==> config.mk <==
export PLATFORM = sky130hd
export DESIGN_NAME = pgt_regs
export DESIGN_NICKNAME = d
export VERILOG_FILES = /design/src/rtl/pgt_pkg.sv /design/src/rtl/pgt_regs.sv /design/src/rtl/pgt_tree.sv
export SDC_FILE = /design/constraint.sdc
export NUM_CORES = 1
export LEC_CHECK = 0
export BUFFER_PORTS_ARGS = -buffer_cell sky130_fd_sc_hd__buf_2
export CAP_MARGIN = 5
export CORE_MARGIN = 5
export CORE_UTILIZATION = 26
export DETAILED_ROUTE_END_ITERATION = 8
export SYNTH_ARGS = -nofsm -noshare
export SYNTH_HDL_FRONTEND = slang
export SYNTH_SLANG_ARGS = --single-unit
==> constraint.sdc <==
create_clock -name i_clk -period 2 [get_ports i_clk]
set_input_delay 0.4 -clock i_clk [delete_from_list [all_inputs] [get_ports i_clk]]
set_output_delay 0.4 -clock i_clk [all_outputs]
set_load 0.005 [all_outputs]
==> src/rtl/pgt_pkg.sv <==
package pgt_pkg;

    // ******************************************************
    // register offsets
    // ******************************************************
    localparam logic [7:0] PGT_OFS_FAULT_MASK2   = 8'hA3;
    localparam logic [7:0] PGT_OFS_OUT1_RAIL_SEL = 8'hA4;
    localparam logic [7:0] PGT_OFS_OUT1_PIN_SEL  = 8'hA5;
    localparam logic [7:0] PGT_OFS_OUT4_RAIL_SEL = 8'hA6;

    // ******************************************************
    // field positions
    // ******************************************************
    // second fault-mask group
    localparam int PGT_FM_LIN_A1   = 4;
    localparam int PGT_FM_TERM     = 3;
    localparam int PGT_FM_SW_B2    = 2;
    localparam int PGT_FM_SW_B1    = 1;
    localparam int PGT_FM_LIN_A3   = 0;
    localparam int PGT_FM_RO_BIT   = 7;
    // rail-select registers
    localparam int PGT_RS_LIN_A2   = 7;
    localparam int PGT_RS_RSVD     = 6;
    localparam int PGT_RS_SD_TOP   = 5;
    // pin-select register
    localparam int PGT_PS_CTRL5    = 7;
    localparam int PGT_PS_CTRL4    = 6;
    localparam int PGT_PS_CTRL2    = 5;
    localparam int PGT_PS_CTRL1    = 4;
    localparam int PGT_PS_TERM     = 3;
    localparam int PGT_PS_LIN_A3   = 0;

    // writable bits of the second fault-mask register
    localparam logic [7:0] PGT_FM_WR_MASK = 8'h7F;

    // ******************************************************
    // factory defaults of this variant
    // ******************************************************
    localparam logic [7:0] PGT_RST_FAULT_MASK2   = 8'h26;
    localparam logic [7:0] PGT_RST_OUT1_RAIL_SEL = 8'hFF;
    localparam logic [7:0] PGT_RST_OUT1_PIN_SEL  = 8'hFF;
    localparam logic [7:0] PGT_RST_OUT4_RAIL_SEL = 8'hC0;
    localparam logic       PGT_RST_OUT1_IS_GPO   = 1'b0;
    localparam logic       PGT_RST_OUT4_IS_GPO   = 1'b0;

    // ******************************************************
    // carriers
    // ******************************************************
    typedef struct packed {
        logic       wr;
        logic       rd;
        logic [7:0] addr;
        logic [7:0] wdata;
    } pgt_reg_req_t;

    typedef struct packed {
        logic [6:1] step_down_good;
        logic       lin_reg_a2_good;
        logic       lin_reg_a3_good;
        logic       termination_good;
        logic       ctrl_pin_1;
        logic       ctrl_pin_2;
        logic       ctrl_pin_4;
        logic       ctrl_pin_5;
    } pgt_rail_status_t;

    typedef struct packed {
        logic [7:0] fault_mask2;
        logic [7:0] out1_rail_sel;
        logic [7:0] out1_pin_sel;
        logic [7:0] out4_rail_sel;
        logic [7:0] rdata;
        logic       shutdown;
        logic       gp_out1;
        logic       gp_out4;
    } pgt_state_t;

endpackage

==> src/rtl/pgt_regs.sv <==
`timescale 1ns/1ps
// Notes on behaviour
// - a masked rail fault in the second group never shuts down; an unmasked one does.
// - mask bits: lin A1 at 4, termination at 3, switch B2 at 2, switch B1 at 1, lin A3 at 0.
// - bits 7..5 of the fault mask are reserved; bit 7 is read only, 6..0 read/write.
// - a tree select bit of 0 includes that member, 1 excludes and ignores it.
// - output-one rail select: lin A2 at 7, reserved 6, step-down six..one at 5..0.
// - output-one pin select: pin 5 at 7, pin 4 at 6, pin 2 at 5, pin 1 at 4.
// - same register: termination good at 3, lin A3 good at 0, bits 2 and 1 reserved.
// - output-four rail select uses the output-one rail layout and encoding.
// - offsets A3h, A4h, A5h and A6h for the four registers.
// - every bit resets to its factory-programmed value.
// - a pin set up as general-purpose output follows its level bit, 0 low and 1 high.
module pgt_regs
    import pgt_pkg::*;
#(
    parameter logic [7:0] OTP_FAULT_MASK2   = PGT_RST_FAULT_MASK2,
    parameter logic [7:0] OTP_OUT1_RAIL_SEL = PGT_RST_OUT1_RAIL_SEL,
    parameter logic [7:0] OTP_OUT1_PIN_SEL  = PGT_RST_OUT1_PIN_SEL,
    parameter logic [7:0] OTP_OUT4_RAIL_SEL = PGT_RST_OUT4_RAIL_SEL,
    parameter logic       OTP_OUT1_IS_GPO   = PGT_RST_OUT1_IS_GPO,
    parameter logic       OTP_OUT4_IS_GPO   = PGT_RST_OUT4_IS_GPO
) (
    input  wire logic             i_clk,
    input  wire logic             i_sys_rst,
    input  wire pgt_reg_req_t     i_reg_req,
    input  wire pgt_rail_status_t i_rail_status,
    input  wire logic [4:0]       i_rail_fault,
    input  wire logic [7:0]       i_out4_pin_sel,
    input  wire logic             i_gp_output_one_level,
    input  wire logic             i_gp_output_four_level,
    output logic [7:0]            o_reg_rdata,
    output logic                  o_shutdown_req,
    output logic                  o_gp_output_one,
    output logic                  o_gp_output_four
);

    // ******************************************************
    // address decode
    // ******************************************************
    // used by both the write and the read path
    // the four offsets are distinct, so at most one select bit is ever set
    function automatic logic [3:0] pgt_decode(input logic [7:0] addr);
        logic [3:0] sel;
        sel    = 4'h0;
        sel[0] = (addr == PGT_OFS_FAULT_MASK2);
        sel[1] = (addr == PGT_OFS_OUT1_RAIL_SEL);
        sel[2] = (addr == PGT_OFS_OUT1_PIN_SEL);
        sel[3] = (addr == PGT_OFS_OUT4_RAIL_SEL);
        return sel;
    endfunction

    // ******************************************************
    // exclude vector of one tree
    // ******************************************************
    // rail select in the low byte, pin select in the high byte, as in the member
    // vector; reserved positions stay excluded whatever software writes there
    function automatic logic [15:0] pgt_exclude(input logic [7:0] rail,
                                                input logic [7:0] pin);
        logic [15:0] x;
        x                  = 16'hFFFF;
        x[PGT_RS_LIN_A2]   = rail[PGT_RS_LIN_A2];
        x[PGT_RS_SD_TOP:0] = rail[PGT_RS_SD_TOP:0];
        x[8+PGT_PS_CTRL5]  = pin[PGT_PS_CTRL5];
        x[8+PGT_PS_CTRL4]  = pin[PGT_PS_CTRL4];
        x[8+PGT_PS_CTRL2]  = pin[PGT_PS_CTRL2];
        x[8+PGT_PS_CTRL1]  = pin[PGT_PS_CTRL1];
        x[8+PGT_PS_TERM]   = pin[PGT_PS_TERM];
        x[8+PGT_PS_LIN_A3] = pin[PGT_PS_LIN_A3];
        return x;
    endfunction

    pgt_state_t st_q;
    pgt_state_t st_d;
    logic [3:0] wr_sel;
    logic [3:0] rd_sel;
    logic [15:0] out1_status;
    logic [15:0] out1_exclude;
    logic [15:0] out4_status;
    logic [15:0] out4_exclude;
    logic        out1_good;
    logic        out4_good;
    logic [4:0]  live_fault;

    assign wr_sel = i_reg_req.wr ? pgt_decode(i_reg_req.addr) : 4'h0;
    assign rd_sel = i_reg_req.rd ? pgt_decode(i_reg_req.addr) : 4'h0;

    // ******************************************************
    // tree member vectors, aligned to the select registers
    // ******************************************************
    // reserved positions carry a constant one so they never gate the tree
    always_comb begin
        out1_status                   = 16'hFFFF;
        out1_status[PGT_RS_LIN_A2]    = i_rail_status.lin_reg_a2_good;
        out1_status[PGT_RS_SD_TOP:0]  = i_rail_status.step_down_good;
        out1_status[8+PGT_PS_CTRL5]   = i_rail_status.ctrl_pin_5;
        out1_status[8+PGT_PS_CTRL4]   = i_rail_status.ctrl_pin_4;
        out1_status[8+PGT_PS_CTRL2]   = i_rail_status.ctrl_pin_2;
        out1_status[8+PGT_PS_CTRL1]   = i_rail_status.ctrl_pin_1;
        out1_status[8+PGT_PS_TERM]    = i_rail_status.termination_good;
        out1_status[8+PGT_PS_LIN_A3]  = i_rail_status.lin_reg_a3_good;
        // output four shares the layout of output one
        out4_status                   = out1_status;
    end

    // select registers act straight from the flops: a write shows next cycle
    assign out1_exclude = pgt_exclude(st_q.out1_rail_sel, st_q.out1_pin_sel);
    assign out4_exclude = pgt_exclude(st_q.out4_rail_sel, i_out4_pin_sel);

    // one tree per power-good pin; index 0 is output one, index 1 output four
    // a loop keeps both pins on a single tree description
    logic [15:0] tree_status  [2];
    logic [15:0] tree_exclude [2];
    logic [1:0]  tree_good;

    assign tree_status[0]  = out1_status;
    assign tree_status[1]  = out4_status;
    assign tree_exclude[0] = out1_exclude;
    assign tree_exclude[1] = out4_exclude;

    for (genvar t = 0; t < 2; t++) begin : g_tree
        pgt_tree #(
            .W (16)
        ) u_tree (
            .i_status  (tree_status[t]),
            .i_exclude (tree_exclude[t]),
            .o_good    (tree_good[t])
        );
    end

    assign out1_good = tree_good[0];
    assign out4_good = tree_good[1];

    // ******************************************************
    // fault qualification
    // ******************************************************
    // named taps of the mask; a 1 keeps that rail's fault from shutting down
    logic lin_reg_a1_fault_ignore;
    logic termination_reg_fault_ignore;
    logic load_switch_b2_fault_ignore;
    logic load_switch_b1_fault_ignore;
    logic lin_reg_a3_fault_ignore;

    assign lin_reg_a1_fault_ignore      = st_q.fault_mask2[PGT_FM_LIN_A1];
    assign termination_reg_fault_ignore = st_q.fault_mask2[PGT_FM_TERM];
    assign load_switch_b2_fault_ignore  = st_q.fault_mask2[PGT_FM_SW_B2];
    assign load_switch_b1_fault_ignore  = st_q.fault_mask2[PGT_FM_SW_B1];
    assign lin_reg_a3_fault_ignore      = st_q.fault_mask2[PGT_FM_LIN_A3];

    // masked faults are dropped here, before the shutdown flop
    // fault input bits follow the mask bit order
    assign live_fault = i_rail_fault & ~{lin_reg_a1_fault_ignore,
                                         termination_reg_fault_ignore,
                                         load_switch_b2_fault_ignore,
                                         load_switch_b1_fault_ignore,
                                         lin_reg_a3_fault_ignore};

    // ******************************************************
    // next state
    // ******************************************************
    always_comb begin
        st_d = st_q;
        // fault mask: bit 7 keeps its factory value, writes cannot reach it
        if (wr_sel[0]) begin
            st_d.fault_mask2 = (i_reg_req.wdata & PGT_FM_WR_MASK)
                             | (st_q.fault_mask2 & ~PGT_FM_WR_MASK);
        end
        if (wr_sel[1]) begin
            st_d.out1_rail_sel = i_reg_req.wdata;
        end
        if (wr_sel[2]) begin
            st_d.out1_pin_sel = i_reg_req.wdata;
        end
        if (wr_sel[3]) begin
            st_d.out4_rail_sel = i_reg_req.wdata;
        end
        // read data held until the next read; unmapped offsets read zero
        // a read and a write in one cycle return the value held before the write
        if (i_reg_req.rd) begin
            unique case (1'b1)
                rd_sel[0]: st_d.rdata = st_q.fault_mask2;
                rd_sel[1]: st_d.rdata = st_q.out1_rail_sel;
                rd_sel[2]: st_d.rdata = st_q.out1_pin_sel;
                rd_sel[3]: st_d.rdata = st_q.out4_rail_sel;
                default:   st_d.rdata = 8'h00;
            endcase
        end
        st_d.shutdown = |live_fault;
        // factory choice between level mode and power-good mode
        st_d.gp_out1 = OTP_OUT1_IS_GPO ? i_gp_output_one_level : out1_good;
        st_d.gp_out4 = OTP_OUT4_IS_GPO ? i_gp_output_four_level : out4_good;
    end

    // ******************************************************
    // state register
    // ******************************************************
    // synchronous reset loads the factory image
    always_ff @(posedge i_clk) begin
        if (i_sys_rst) begin
            st_q.fault_mask2   <= OTP_FAULT_MASK2;
            st_q.out1_rail_sel <= OTP_OUT1_RAIL_SEL;
            st_q.out1_pin_sel  <= OTP_OUT1_PIN_SEL;
            st_q.out4_rail_sel <= OTP_OUT4_RAIL_SEL;
            st_q.rdata         <= 8'h00;
            st_q.shutdown      <= 1'b0;
            st_q.gp_out1       <= 1'b0;
            st_q.gp_out4       <= 1'b0;
        end else begin
            st_q <= st_d;
        end
    end

    // ******************************************************
    // outputs
    // ******************************************************
    // every pin and the read port come straight from the state flops
    assign o_reg_rdata      = st_q.rdata;
    assign o_shutdown_req   = st_q.shutdown;
    assign o_gp_output_one  = st_q.gp_out1;
    assign o_gp_output_four = st_q.gp_out4;

endmodule

==> src/rtl/pgt_tree.sv <==
`timescale 1ns/1ps
module pgt_tree
    import pgt_pkg::*;
#(
    parameter int W = 16
) (
    input  wire logic [W-1:0] i_status,
    input  wire logic [W-1:0] i_exclude,
    output logic              o_good
);
    // ******************************************************
    // and-tree over included members
    // ******************************************************
    // an excluded member is forced true so it cannot pull the tree low
    assign o_good = &(i_status | i_exclude);
endmodule

==> impl_metrics.csv, run 1 <==
group,metric,value,unit
worst_setup_path,crit_arrival,1.62,ns
min_path,holdCritPathClass,"in -> reg",
timing,holdWs,0.369,ns
timing,setup-violations-final,0,
run,drv_cap,0,
placed_design,port_buffers,54,
floorplanning,start_util,0.269,
timing,timing.slew.headroom,0.683,
synth,synth_nets,284,
synth,ys_seq_area_frac,0.400,
cts,cts_tree,"done",
timing,rsz0062_at_grt,"no",
cts,clock_path_buffers,2,
routing,drtAntennaViolNets,0,
synth,synth_cells,236,
routing,route.detailed.drc,0,
cts,cts_setup_buffers,0,
worst_setup_path,start_kind,"input port",
timing,setup_tns,0,ns
timing,final.setup_skew,0.00602,ns
synth,ys_types,38,
cts,clkSinkCount,42,
synth,synth_top_area_share,0.400,
worst_setup_path,crit_start,"i_reg_req[12]",
timing,fin_crit_sh,0.719,
power_and_ir_drop,p_switching,0.379,mW
synth,synth-edff-count,0,
power_and_ir_drop,p_leak,1.11,nW
timing,finalMaxSlewViolations,0,
cells_and_area,finalInstanceArea,2530,µm²
power_and_ir_drop,p_per_area,645,nW/µm²
floorplanning,die-area,9990,µm²
floorplanning,io_pins,59,
run_status,status,"finished, final reports clean",
routing,wl,5.95,mm
synth,ys_ff_latch,42,
cts,cts_max_level,2,
synth,synthTopCellsByCount,"dfxtp_1, nor2_1, a21oi_1",
global_routing,grt_max_degree,34,
global_routing,antenna_found_initial,0,
synth,syn_area_per_cell,8.91,µm²
routing,drt_iter0_drc,100,
cells_and_area,nFillCells,827,
cts,clkTransAtPathRegs,0.08,ns
floorplanning,die_w,99.9,µm
placed_design,placed_cell_area,2420,µm²
worst_setup_path,setup.worst_path.class,"in -> reg",
synth,async_flop_share,0,
floorplanning,die_y,99.9,µm
cells_and_area,area_growth_syn_to_layout,20.3,%
worst_setup_path,critPathBufInv,1,
synth,yosysMostFrequentCell,"dfxtp_1",
worst_setup_path,path_delay_family,"simple AND/OR/NAND/NOR gates",
worst_setup_path,endpoint_kind,"register",
power_and_ir_drop,pwr-share-comb,0.092,
worst_setup_path,path_cells,"buf_2 > and3b_2 > nand4_2 > mux2i_1 > nor2_1",
floorplanning,rows,32,
power_and_ir_drop,power.share.sequential,0.515,
synth,synth_area,2100,µm²
placed_design,dpl.hpwl,4.46,mm
floorplanning,core_region_area,7810,µm²
power_and_ir_drop,internal_power,1.25,mW
worst_setup_path,ff2ff_setup_slack,0.73,ns
global_routing,track_usage,0.119,
worst_setup_path,cp_slowest_cell,"and3b_2",
worst_setup_path,r2r-start,"out1_exclude[1]",
timing,hold_viol_final,0,
global_routing,grt_overflow,0,
power_and_ir_drop,p_sw_frac,0.232,
cells_and_area,diodes,0,
synth,ys_top_cells_by_area,"dfxtp_1, a21oi_1, and3b_1",
worst_setup_path,critPathMaxFanout,13,
synth,yosysWarnings,0,
routing,drt-vias-per-instance,5.09,
cts,root_buffer,"clkbuf_8",
synth,ys.flop_type,"dfxtp_1",
routing,wl_per_cell,15.6,µm
synth,yosysTopAreaCell,"dfxtp_1",
worst_setup_path,path_depth,5,
cts,ctsHoldBuffers,0,
routing,drt-pass1-iter-count,4,
timing,fin_crit,1.44,ns
power_and_ir_drop,fin_total_pwr,1.63,mW
worst_setup_path,regToRegEndpoint,"o_gp_output_one",
worst_setup_path,crit_path_end,"out4_exclude[2]",
timing,worstMarginPinSlew,0.468,ns
cts,worstSkewPairLatency,0.30,ns
timing,fmax,695,MHz
routing,num_vias,1944,
worst_setup_path,required,2.18,ns
cells_and_area,drive_gt1_frac,0.268,
placed_design,routabilityCongestion,0.786,
worst_setup_path,max_stage_delay,0.40,ns
power_and_ir_drop,vdd_drop_max,0.206,mV
cells_and_area,utilization,0.324,
global_routing,grt_pass1_vias,1838,
cts,cts_buffers,5,
power_and_ir_drop,power_frac_clock,0.393,
cts,ctsResizeCount,0,
worst_setup_path,r2r.worst_path.cells,3,
global_routing,grt_pass1_wl,9.35,mm
cells_and_area,nets,327,
[logic make-up (layout without fill, tap and decap cells)]
logic type	count (synthesis)	after routing	synth area share
simple gates	95	95	0.286
compound gates	58	58	0.191
buf+inv	30	74	0.0708
mux	11	11	0.0524
flops	42	42	0.400
[per-layer routing]
layer	up-vias	global-route usage	share of wire
met4	0	0.0389	0.011
li1	958	-	-
met3	7	0.0327	0.052
met1	933	0.131	0.41
met2	46	0.219	0.53
met5	-	0	0
[power by group through the flow]
stage	clock network [mW]	logic, mW	registers, mW
after floorplan	0	0.0722	0.861
after global placement	0	0.148	0.861
after detailed placement	0	0.150	0.861
after CTS	0.653	0.150	0.841
after global routing	0.687	0.166	0.841
final	0.641	0.150	0.841
[tightest hold or removal path: cells and delay by family]
kind / cells / cell delay, ns
buffers and inverters: 1 / 0.09
and+or+nand+nor: 1 / 0.05
AOI/OAI and AO/OA: 1 / 0.09
[flip-flops by register name, summed over array words and instances, names as in the netlist]
name / count
o_reg_rdata: 8
load_switch_b1_fault_ignore: 1
out1_exclude: 13
o_gp_output_four: 1
st_q: 7
lin_reg_a1_fault_ignore: 1
o_gp_output_one: 1
lin_reg_a3_fault_ignore: 1
load_switch_b2_fault_ignore: 1
out4_exclude: 7
o_shutdown_req: 1
[how the worst min path moves through the flow]
| stage | startpoint | end | slack [ns] | cells past startpoint |
|---|---|---|---|---|
| 2_1_floorplan | st_q[40] | st_q[40] | 0.44 | 1 |
| 3_3_place_gp | st_q[40] | st_q[40] | 0.45 | 1 |
| 3_5_place_dp | o_reg_rdata[7] | o_reg_rdata[7] | 0.46 | 2 |
| 4_1_cts | i_reg_req[7] | out4_exclude[7] | 0.37 | 3 |
| 5_1_grt | i_reg_req[7] | out4_exclude[7] | 0.38 | 3 |
| 6_report | i_reg_req[7] | out4_exclude[7] | 0.37 | 3 |
[metrics by stage]
| stage | worst slack, ns | std cells |
|---|---|---|
| 6_report | 0.561 | 382 |
| 5_1_grt | 0.443 | 382 |
| 4_1_cts | 0.561 | 382 |
| 3_3_place_gp | 0.257 | 374 |
| 2_1_floorplan | 0.530 | 236 |
| 3_5_place_dp | 0.248 | 374 |
[cell type report]
class / instances / area (µm²) / area share
multi-input combinational: 164 / 1110 / 0.440
timing repair buffer: 60 / 315 / 0.125
tap: 102 / 128 / 0.0504
sequential: 42 / 841 / 0.332
inverter: 6 / 22.5 / 0.00890
clock buffer: 8 / 110 / 0.0435
[placed cells by master, fill, tap and decap left out, drive strengths merged, types with 3 or more instances in the layout]
cell type / instances
a211o: 3
inv: 6
o22ai: 8
clkbuf: 8
nand4: 3
a21oi: 25
a221o: 7
nor4: 3
dfxtp: 42
nor2: 32
and3b: 15
nor3: 17
mux2i: 11
nand2b: 11
buf: 60
o2111ai: 7
Note: power is estimated with default switching activity, not from simulation.
==> run 2: changes to the inputs <==
ABC_AREA = 1   (was not set)
clock period = 1.31 ns   (was 2 ns; I/O delays follow)
==> run 2 against run 1 <==
Against the previous run:
- sequential share of layout area down 0.37 points
- global-route usage up 0.82 points
- final area up 1.1%
- combinational power up 54%
- final cell count up 18%
- first-iteration DRC count up 18%
- critical endpoint is now o_gp_output_one
- non-clock buffer count down 1
- largest power group unchanged
- register-to-register slack worse by 0.50 ns
==> impl_metrics.csv, run 2 <==
group,metric,value,unit
cells_and_area,utilization,0.328,
timing,setup-violations-final,0,
global_routing,antenna_found_initial,0,
timing,worstMarginPinSlew,0.282,ns
power_and_ir_drop,power_frac_clock,0.402,
global_routing,track_usage,0.127,
routing,drt_iter0_drc,118,
power_and_ir_drop,power.share.sequential,0.507,
timing,fin_ws,0.230,ns
power_and_ir_drop,p_leak,1.22,nW
floorplanning,die_w,99.8,µm
worst_setup_path,crit_arrival,1.30,ns
placed_design,dpl.hpwl,4.81,mm
power_and_ir_drop,p_switching,0.592,mW
global_routing,grt_max_degree,34,
routing,num_vias,2135,
synth,synthTopCellsByCount,"nand2_1, nand3_1, dfxtp_1",
floorplanning,io_pins,59,
cells_and_area,diodes,0,
routing,wl,6.21,mm
timing,rsz0062_at_grt,"no",
cts,cts_buffers,5,
worst_setup_path,critPathMaxFanout,3,
synth,ys_top_cells_by_area,"dfxtp_1, nand2_1, nand3_1",
power_and_ir_drop,pwr-share-comb,0.091,
synth,ys_types,27,
cts,cts_setup_buffers,0,
floorplanning,rows,32,
cells_and_area,layout_common_cells,"nand2_1, buf_2, nand3_1",
timing,fin_crit,1.08,ns
synth,synth-edff-count,0,
floorplanning,die-area,9960,µm²
worst_setup_path,endpoint_kind,"register",
cells_and_area,nets,394,
synth,ys.flop_type,"dfxtp_1",
power_and_ir_drop,fin_total_pwr,2.53,mW
cts,root_buffer,"clkbuf_8",
floorplanning,start_util,0.268,
power_and_ir_drop,p_per_area,990,nW/µm²
synth,synth_cells,296,
global_routing,grt_overflow,0,
cts,cts_tree,"done",
cells_and_area,area_growth_syn_to_layout,22.1,%
timing,fin_crit_sh,0.825,
routing,drtAntennaViolNets,0,
cells_and_area,final_common_cell,"nand2_1",
floorplanning,die_y,99.8,µm
cts,worstSkewPairLatency,0.30,ns
cts,cts_max_level,2,
placed_design,dpl_worst_slack,-0.0155,ns
placed_design,placed_cell_area,2450,µm²
cells_and_area,drive_gt1_frac,0.254,
timing,hold_viol_final,0,
global_routing,grt_pass1_wl,9.99,mm
synth,ys_seq_area_frac,0.401,
timing,fmax,926,MHz
worst_setup_path,crit_path_end,"o_gp_output_one",
power_and_ir_drop,vdd_drop_max,0.506,mV
timing,finalMaxSlewViolations,0,
worst_setup_path,r2r.worst_path.cells,4,
cells_and_area,finalInstanceArea,2560,µm²
synth,synth_nets,344,
worst_setup_path,setup.worst_path.class,"reg -> reg",
min_path,holdCritPathClass,"in -> reg",
floorplanning,core_region_area,7810,µm²
synth,yosysWarnings,0,
routing,wl_per_cell,13.8,µm
synth,synth_area,2100,µm²
placed_design,routabilityCongestion,0.870,
run_status,status,"finished, final reports clean",
worst_setup_path,r2r-start,"out1_exclude[14]",
synth,synth_top_area_share,0.401,
cts,clock_path_buffers,2,
cells_and_area,largest_reg_flops,13,
run,drv_cap,0,
synth,yosysMostFrequentCell,"nand2_1",
routing,drt-vias-per-instance,4.76,
placed_design,port_buffers,54,
power_and_ir_drop,p_sw_frac,0.234,
synth,ys_ff_latch,42,
synth,async_flop_share,0,
cts,ctsResizeCount,0,
worst_setup_path,ff2ff_setup_slack,0.23,ns
worst_setup_path,required,1.53,ns
synth,syn_area_per_cell,7.08,µm²
routing,route.detailed.drc,0,
timing,final.setup_skew,0.00378,ns
worst_setup_path,crit_start,"out1_exclude[14]",
cts,clkTransAtPathRegs,0.08,ns
cts,ctsHoldBuffers,0,
global_routing,grt_pass1_vias,2079,
cts,clkSinkCount,42,
power_and_ir_drop,internal_power,1.94,mW
worst_setup_path,start_kind,"register",
timing,timing.slew.headroom,0.811,
routing,drt-pass1-iter-count,5,
worst_setup_path,regToRegEndpoint,"o_gp_output_one",
synth,yosysTopAreaCell,"dfxtp_1",
-- run 2: cell count changes after synthesis, moves of 8 or more --
cell	change
nand2_1	+79
nand3_1	+43
nor3_1	-15
and3b_1	-14
mux2i_1	-11
nand2b_1	-11
inv_1	+10
nand4_1	+8
-- run 2: cells by family (layout without fill, tap and decap cells) --
| family | after synthesis | count (layout) | share of synthesized area |
|---|---|---|---|
| AO/OA/AOI/OAI | 34 | 34 | 0.0943 |
| buffers and inverters | 37 | 88 | 0.0907 |
| flip-flops | 42 | 42 | 0.401 |
| AND/OR/NAND/NOR | 183 | 183 | 0.414 |
-- run 2: metrics by stage --
step           hold slack (ns)  TNS (ns)  instances
4_1_cts                  0.206         0        449
2_1_floorplan            0.375         0        296
5_1_grt                  0.225         0        449
3_3_place_gp             0.453  -0.00684        441
3_5_place_dp             0.455   -0.0795        441
6_report                 0.204         0        449
-- run 2: final cells by class --
| class | instances | area (µm²) |
|---|---|---|
| Clock buffer | 6 | 72.6 |
| Clock inverter | 2 | 37.5 |
| Fill cell | 875 | 5250 |
| Inverter | 21 | 95.1 |
| Multi-Input combinational cell | 217 | 1060 |
| Sequential cell | 42 | 841 |
| Tap cell | 102 | 128 |
| Timing Repair Buffer | 59 | 320 |
-- run 2: worst max-delay path, cell delays in order, from the launching register on --
cell     delay [ns]
dfxtp_1        0.40
nor2_1         0.07
nor3_1         0.18
nand4_1        0.16
nor3_1         0.18
-- run 2: power by group through the flow --
stage	clock network (mW)	registers, mW	logic, mW
floorplan	0	1.32	0.0957
global placement	0	1.32	0.227
detailed placement	0	1.32	0.231
CTS	1.03	1.28	0.231
global route	1.09	1.29	0.254
finish	1.02	1.28	0.231
-- run 2: worst min-delay path by stage --
stage | cells past startpoint | to | slack, ns | start
floorplan | 2 | load_switch_b1_fault_ignore | 0.38 | i_reg_req[1]
global placement | 2 | o_reg_rdata[3] | 0.45 | o_reg_rdata[3]
detailed placement | 2 | o_reg_rdata[0] | 0.46 | o_reg_rdata[0]
CTS | 3 | out1_exclude[15] | 0.21 | i_reg_req[7]
global route | 3 | out1_exclude[7] | 0.23 | i_reg_req[7]
finish | 3 | out1_exclude[15] | 0.20 | i_reg_req[7]
-- run 2: layer usage --
metal,GRT usage,routed length [µm],up-vias
li1,-,-,1078
met1,0.153,2710,990
met2,0.219,3040,58
met3,0.0403,394,9
met4,0.0326,73,0
met5,0,0,-
==> run 3: changes to the inputs <==
ABC_AREA = 0   (was 1)
clock period = 1.1 ns   (was 1.31 ns; I/O delays follow)
==> run 3 against run 2 <==
Against the previous run:
- the flow now finishes with violations (setup timing)
- flip-flop and latch count unchanged
- worst hold slack got worse by 0.0062 ns
- worst setup slack got worse by 0.32 ns
- utilization increased by 6.0 points
- die area increased by 0.32%
- non-clock buffer count increased by 33
- combinational power increased by 65%
- sequential share of layout area decreased by 4.6 points
- clock skew increased by 0.0060 ns
- critical path depth increased by 2
==> impl_metrics.csv, run 3 (synthesized netlist as in run 1, its figures left out) <==
group,metric,value,unit
min_path,holdCritPathClass,"in -> reg",
worst_setup_path,cp_slowest_cell,"nor4b_4",
worst_setup_path,endpoint_kind,"register",
timing,setup-violations-final,9,
run,drv_cap,0,
power_and_ir_drop,vdd_drop_max,0.654,mV
floorplanning,die-area,9990,µm²
min_path,min_path_cells,3,
floorplanning,die_y,99.9,µm
global_routing,grt_pass1_wl,10.5,mm
cells_and_area,final_common_cell,"buf_2",
global_routing,grt_pass1_vias,2068,
global_routing,grt_max_degree,38,
global_routing,track_usage,0.130,
floorplanning,core_region_area,7810,µm²
worst_setup_path,required,1.34,ns
worst_setup_path,path_delay_family,"simple AND/OR/NAND/NOR gates",
routing,drt_iter0_drc,142,
cts,cts_buffers,5,
floorplanning,io_pins,59,
timing,fmax,838,MHz
cts,ctsHoldBuffers,0,
routing,wl_per_cell,16.4,µm
power_and_ir_drop,p_leak,1.32,nW
placed_design,dpl.hpwl,4.86,mm
power_and_ir_drop,p_sw_frac,0.259,
worst_setup_path,start_kind,"input port",
global_routing,grt_overflow,0,
power_and_ir_drop,p_per_area,959,nW/µm²
cells_and_area,drive_gt1_frac,0.470,
cts,root_buffer,"clkbuf_8",
floorplanning,rows,32,
worst_setup_path,crit_arrival,1.44,ns
power_and_ir_drop,pwr-share-comb,0.131,
power_and_ir_drop,power.share.sequential,0.526,
routing,route.detailed.drc,0,
worst_setup_path,critPathBufInv,2,
timing,timing.slew.headroom,0.716,
worst_setup_path,crit_start,"i_reg_req[14]",
global_routing,use_met1,0.181,
routing,num_vias,2080,
cells_and_area,area_growth_syn_to_layout,44.0,%
timing,worstMarginPinSlew,0.425,ns
timing,finalMaxSlewViolations,0,
cts,cts_max_level,2,
cts,clock_path_buffers,2,
global_routing,antenna_found_initial,0,
worst_setup_path,r2r-start,"out1_exclude[13]",
timing,hold_viol_final,0,
worst_setup_path,path_depth,6,
min_path,min_from,"i_rail_fault[2]",
timing,rsz0062_at_grt,"yes",
cts,cts_tree,"done",
timing,fin_crit,1.19,ns
placed_design,port_buffers,54,
cts,clkSinkCount,42,
timing,final.setup_skew,0.00975,ns
worst_setup_path,r2r.worst_path.cells,4,
floorplanning,die_w,99.9,µm
global_routing,globalRoute.busiestLayer,"met2",
worst_setup_path,max_stage_delay,0.31,ns
routing,drt-pass1-iter-count,4,
cells_and_area,fin_cells,415,
floorplanning,start_util,0.269,
timing,fin_crit_sh,1.09,
cells_and_area,diodes,0,
worst_setup_path,setup.worst_path.class,"in -> reg",
run_status,status,"complete, but fails checks",
routing,drtAntennaViolNets,0,
placed_design,dp.cells,401,
cts,clkTransAtPathRegs,0.08,ns
placed_design,routabilityCongestion,0.821,
routing,drt-vias-per-instance,5.01,
power_and_ir_drop,fin_total_pwr,2.90,mW
cts,worstSkewPairLatency,0.30,ns
cells_and_area,largest_reg_flops,13,
worst_setup_path,path_cells,"buf_8 > nor3b_4 > nand4b_1 > nor4b_4 > buf_4 > a221o_1",
cells_and_area,nets,360,
worst_setup_path,critPathMaxFanout,7,
cells_and_area,layout_common_cells,"buf_2, buf_4, nor2_1",
global_routing,grt_use_met3,0.0299,
power_and_ir_drop,power_frac_clock,0.343,
power_and_ir_drop,p_switching,0.752,mW
timing,fin_ws,-0.0939,ns
power_and_ir_drop,internal_power,2.15,mW
routing,wl,6.81,mm
run_status,violations,"setup timing",
global_routing,grt_use_met2,0.203,
[run 3: tightest hold or removal path, stage by stage]
cell	delay [ns]
buf_2	0.10
nand2b_1	0.06
a31oi_1	0.07
[run 3: per-stage QoR]
step | setup slack, ns | hold WS, ns | cell area, µm² | TNS [ns] | util
final | -0.0939 | 0.198 | 3030 | -0.726 | 0.388
after global routing | -0.149 | 0.224 | 3030 | -1.43 | 0.388
after CTS | -0.137 | 0.197 | 2860 | -0.642 | 0.366
after detailed placement | -0.383 | 0.474 | 2690 | -11.05 | 0.345
after global placement | -0.288 | 0.458 | 2690 | -9.74 | 0.345
after floorplan | -0.170 | 0.364 | 2190 | -3.04 | -
[run 3: final timing paths]
check,endpoint,slack (ns)
max,o_reg_rdata[5],-0.09
min,o_shutdown_req,0.20
max reg2reg,o_reg_rdata[5],-0.09
min reg2reg,o_reg_rdata[7],0.49
[run 3: final cells by class]
cell class,count,area (µm²)
inverter,6,22.5
clock inverter,2,13.8
fill,792,4780
clock buffer,6,72.6
multi-input combinational,165,1300
tap,102,128
sequential,42,855
timing repair buffer,92,637
[run 3: what timing repair did]
item	CTS	global route
cloned	0	2
endpoints found under the setup margin	9	32
pin swaps	12	14
gates resized for setup	20	28
setup buffers	1	3
[run 3: metal layers]
metal	wire length (µm)	part of all wire
met1	3200	0.47
met3	333	0.049
met4	86	0.013
met2	3180	0.47
met5	0	0
[run 3: power by group through the flow]
stage          clock network, mW  logic, mW  registers (mW)
2_1_floorplan                  0      0.146            1.57
6_report                   0.995      0.381            1.53
5_1_grt                     1.07      0.411            1.53
3_5_place_dp                   0      0.322            1.56
3_3_place_gp                   0      0.316            1.56
4_1_cts                     1.02      0.335            1.53
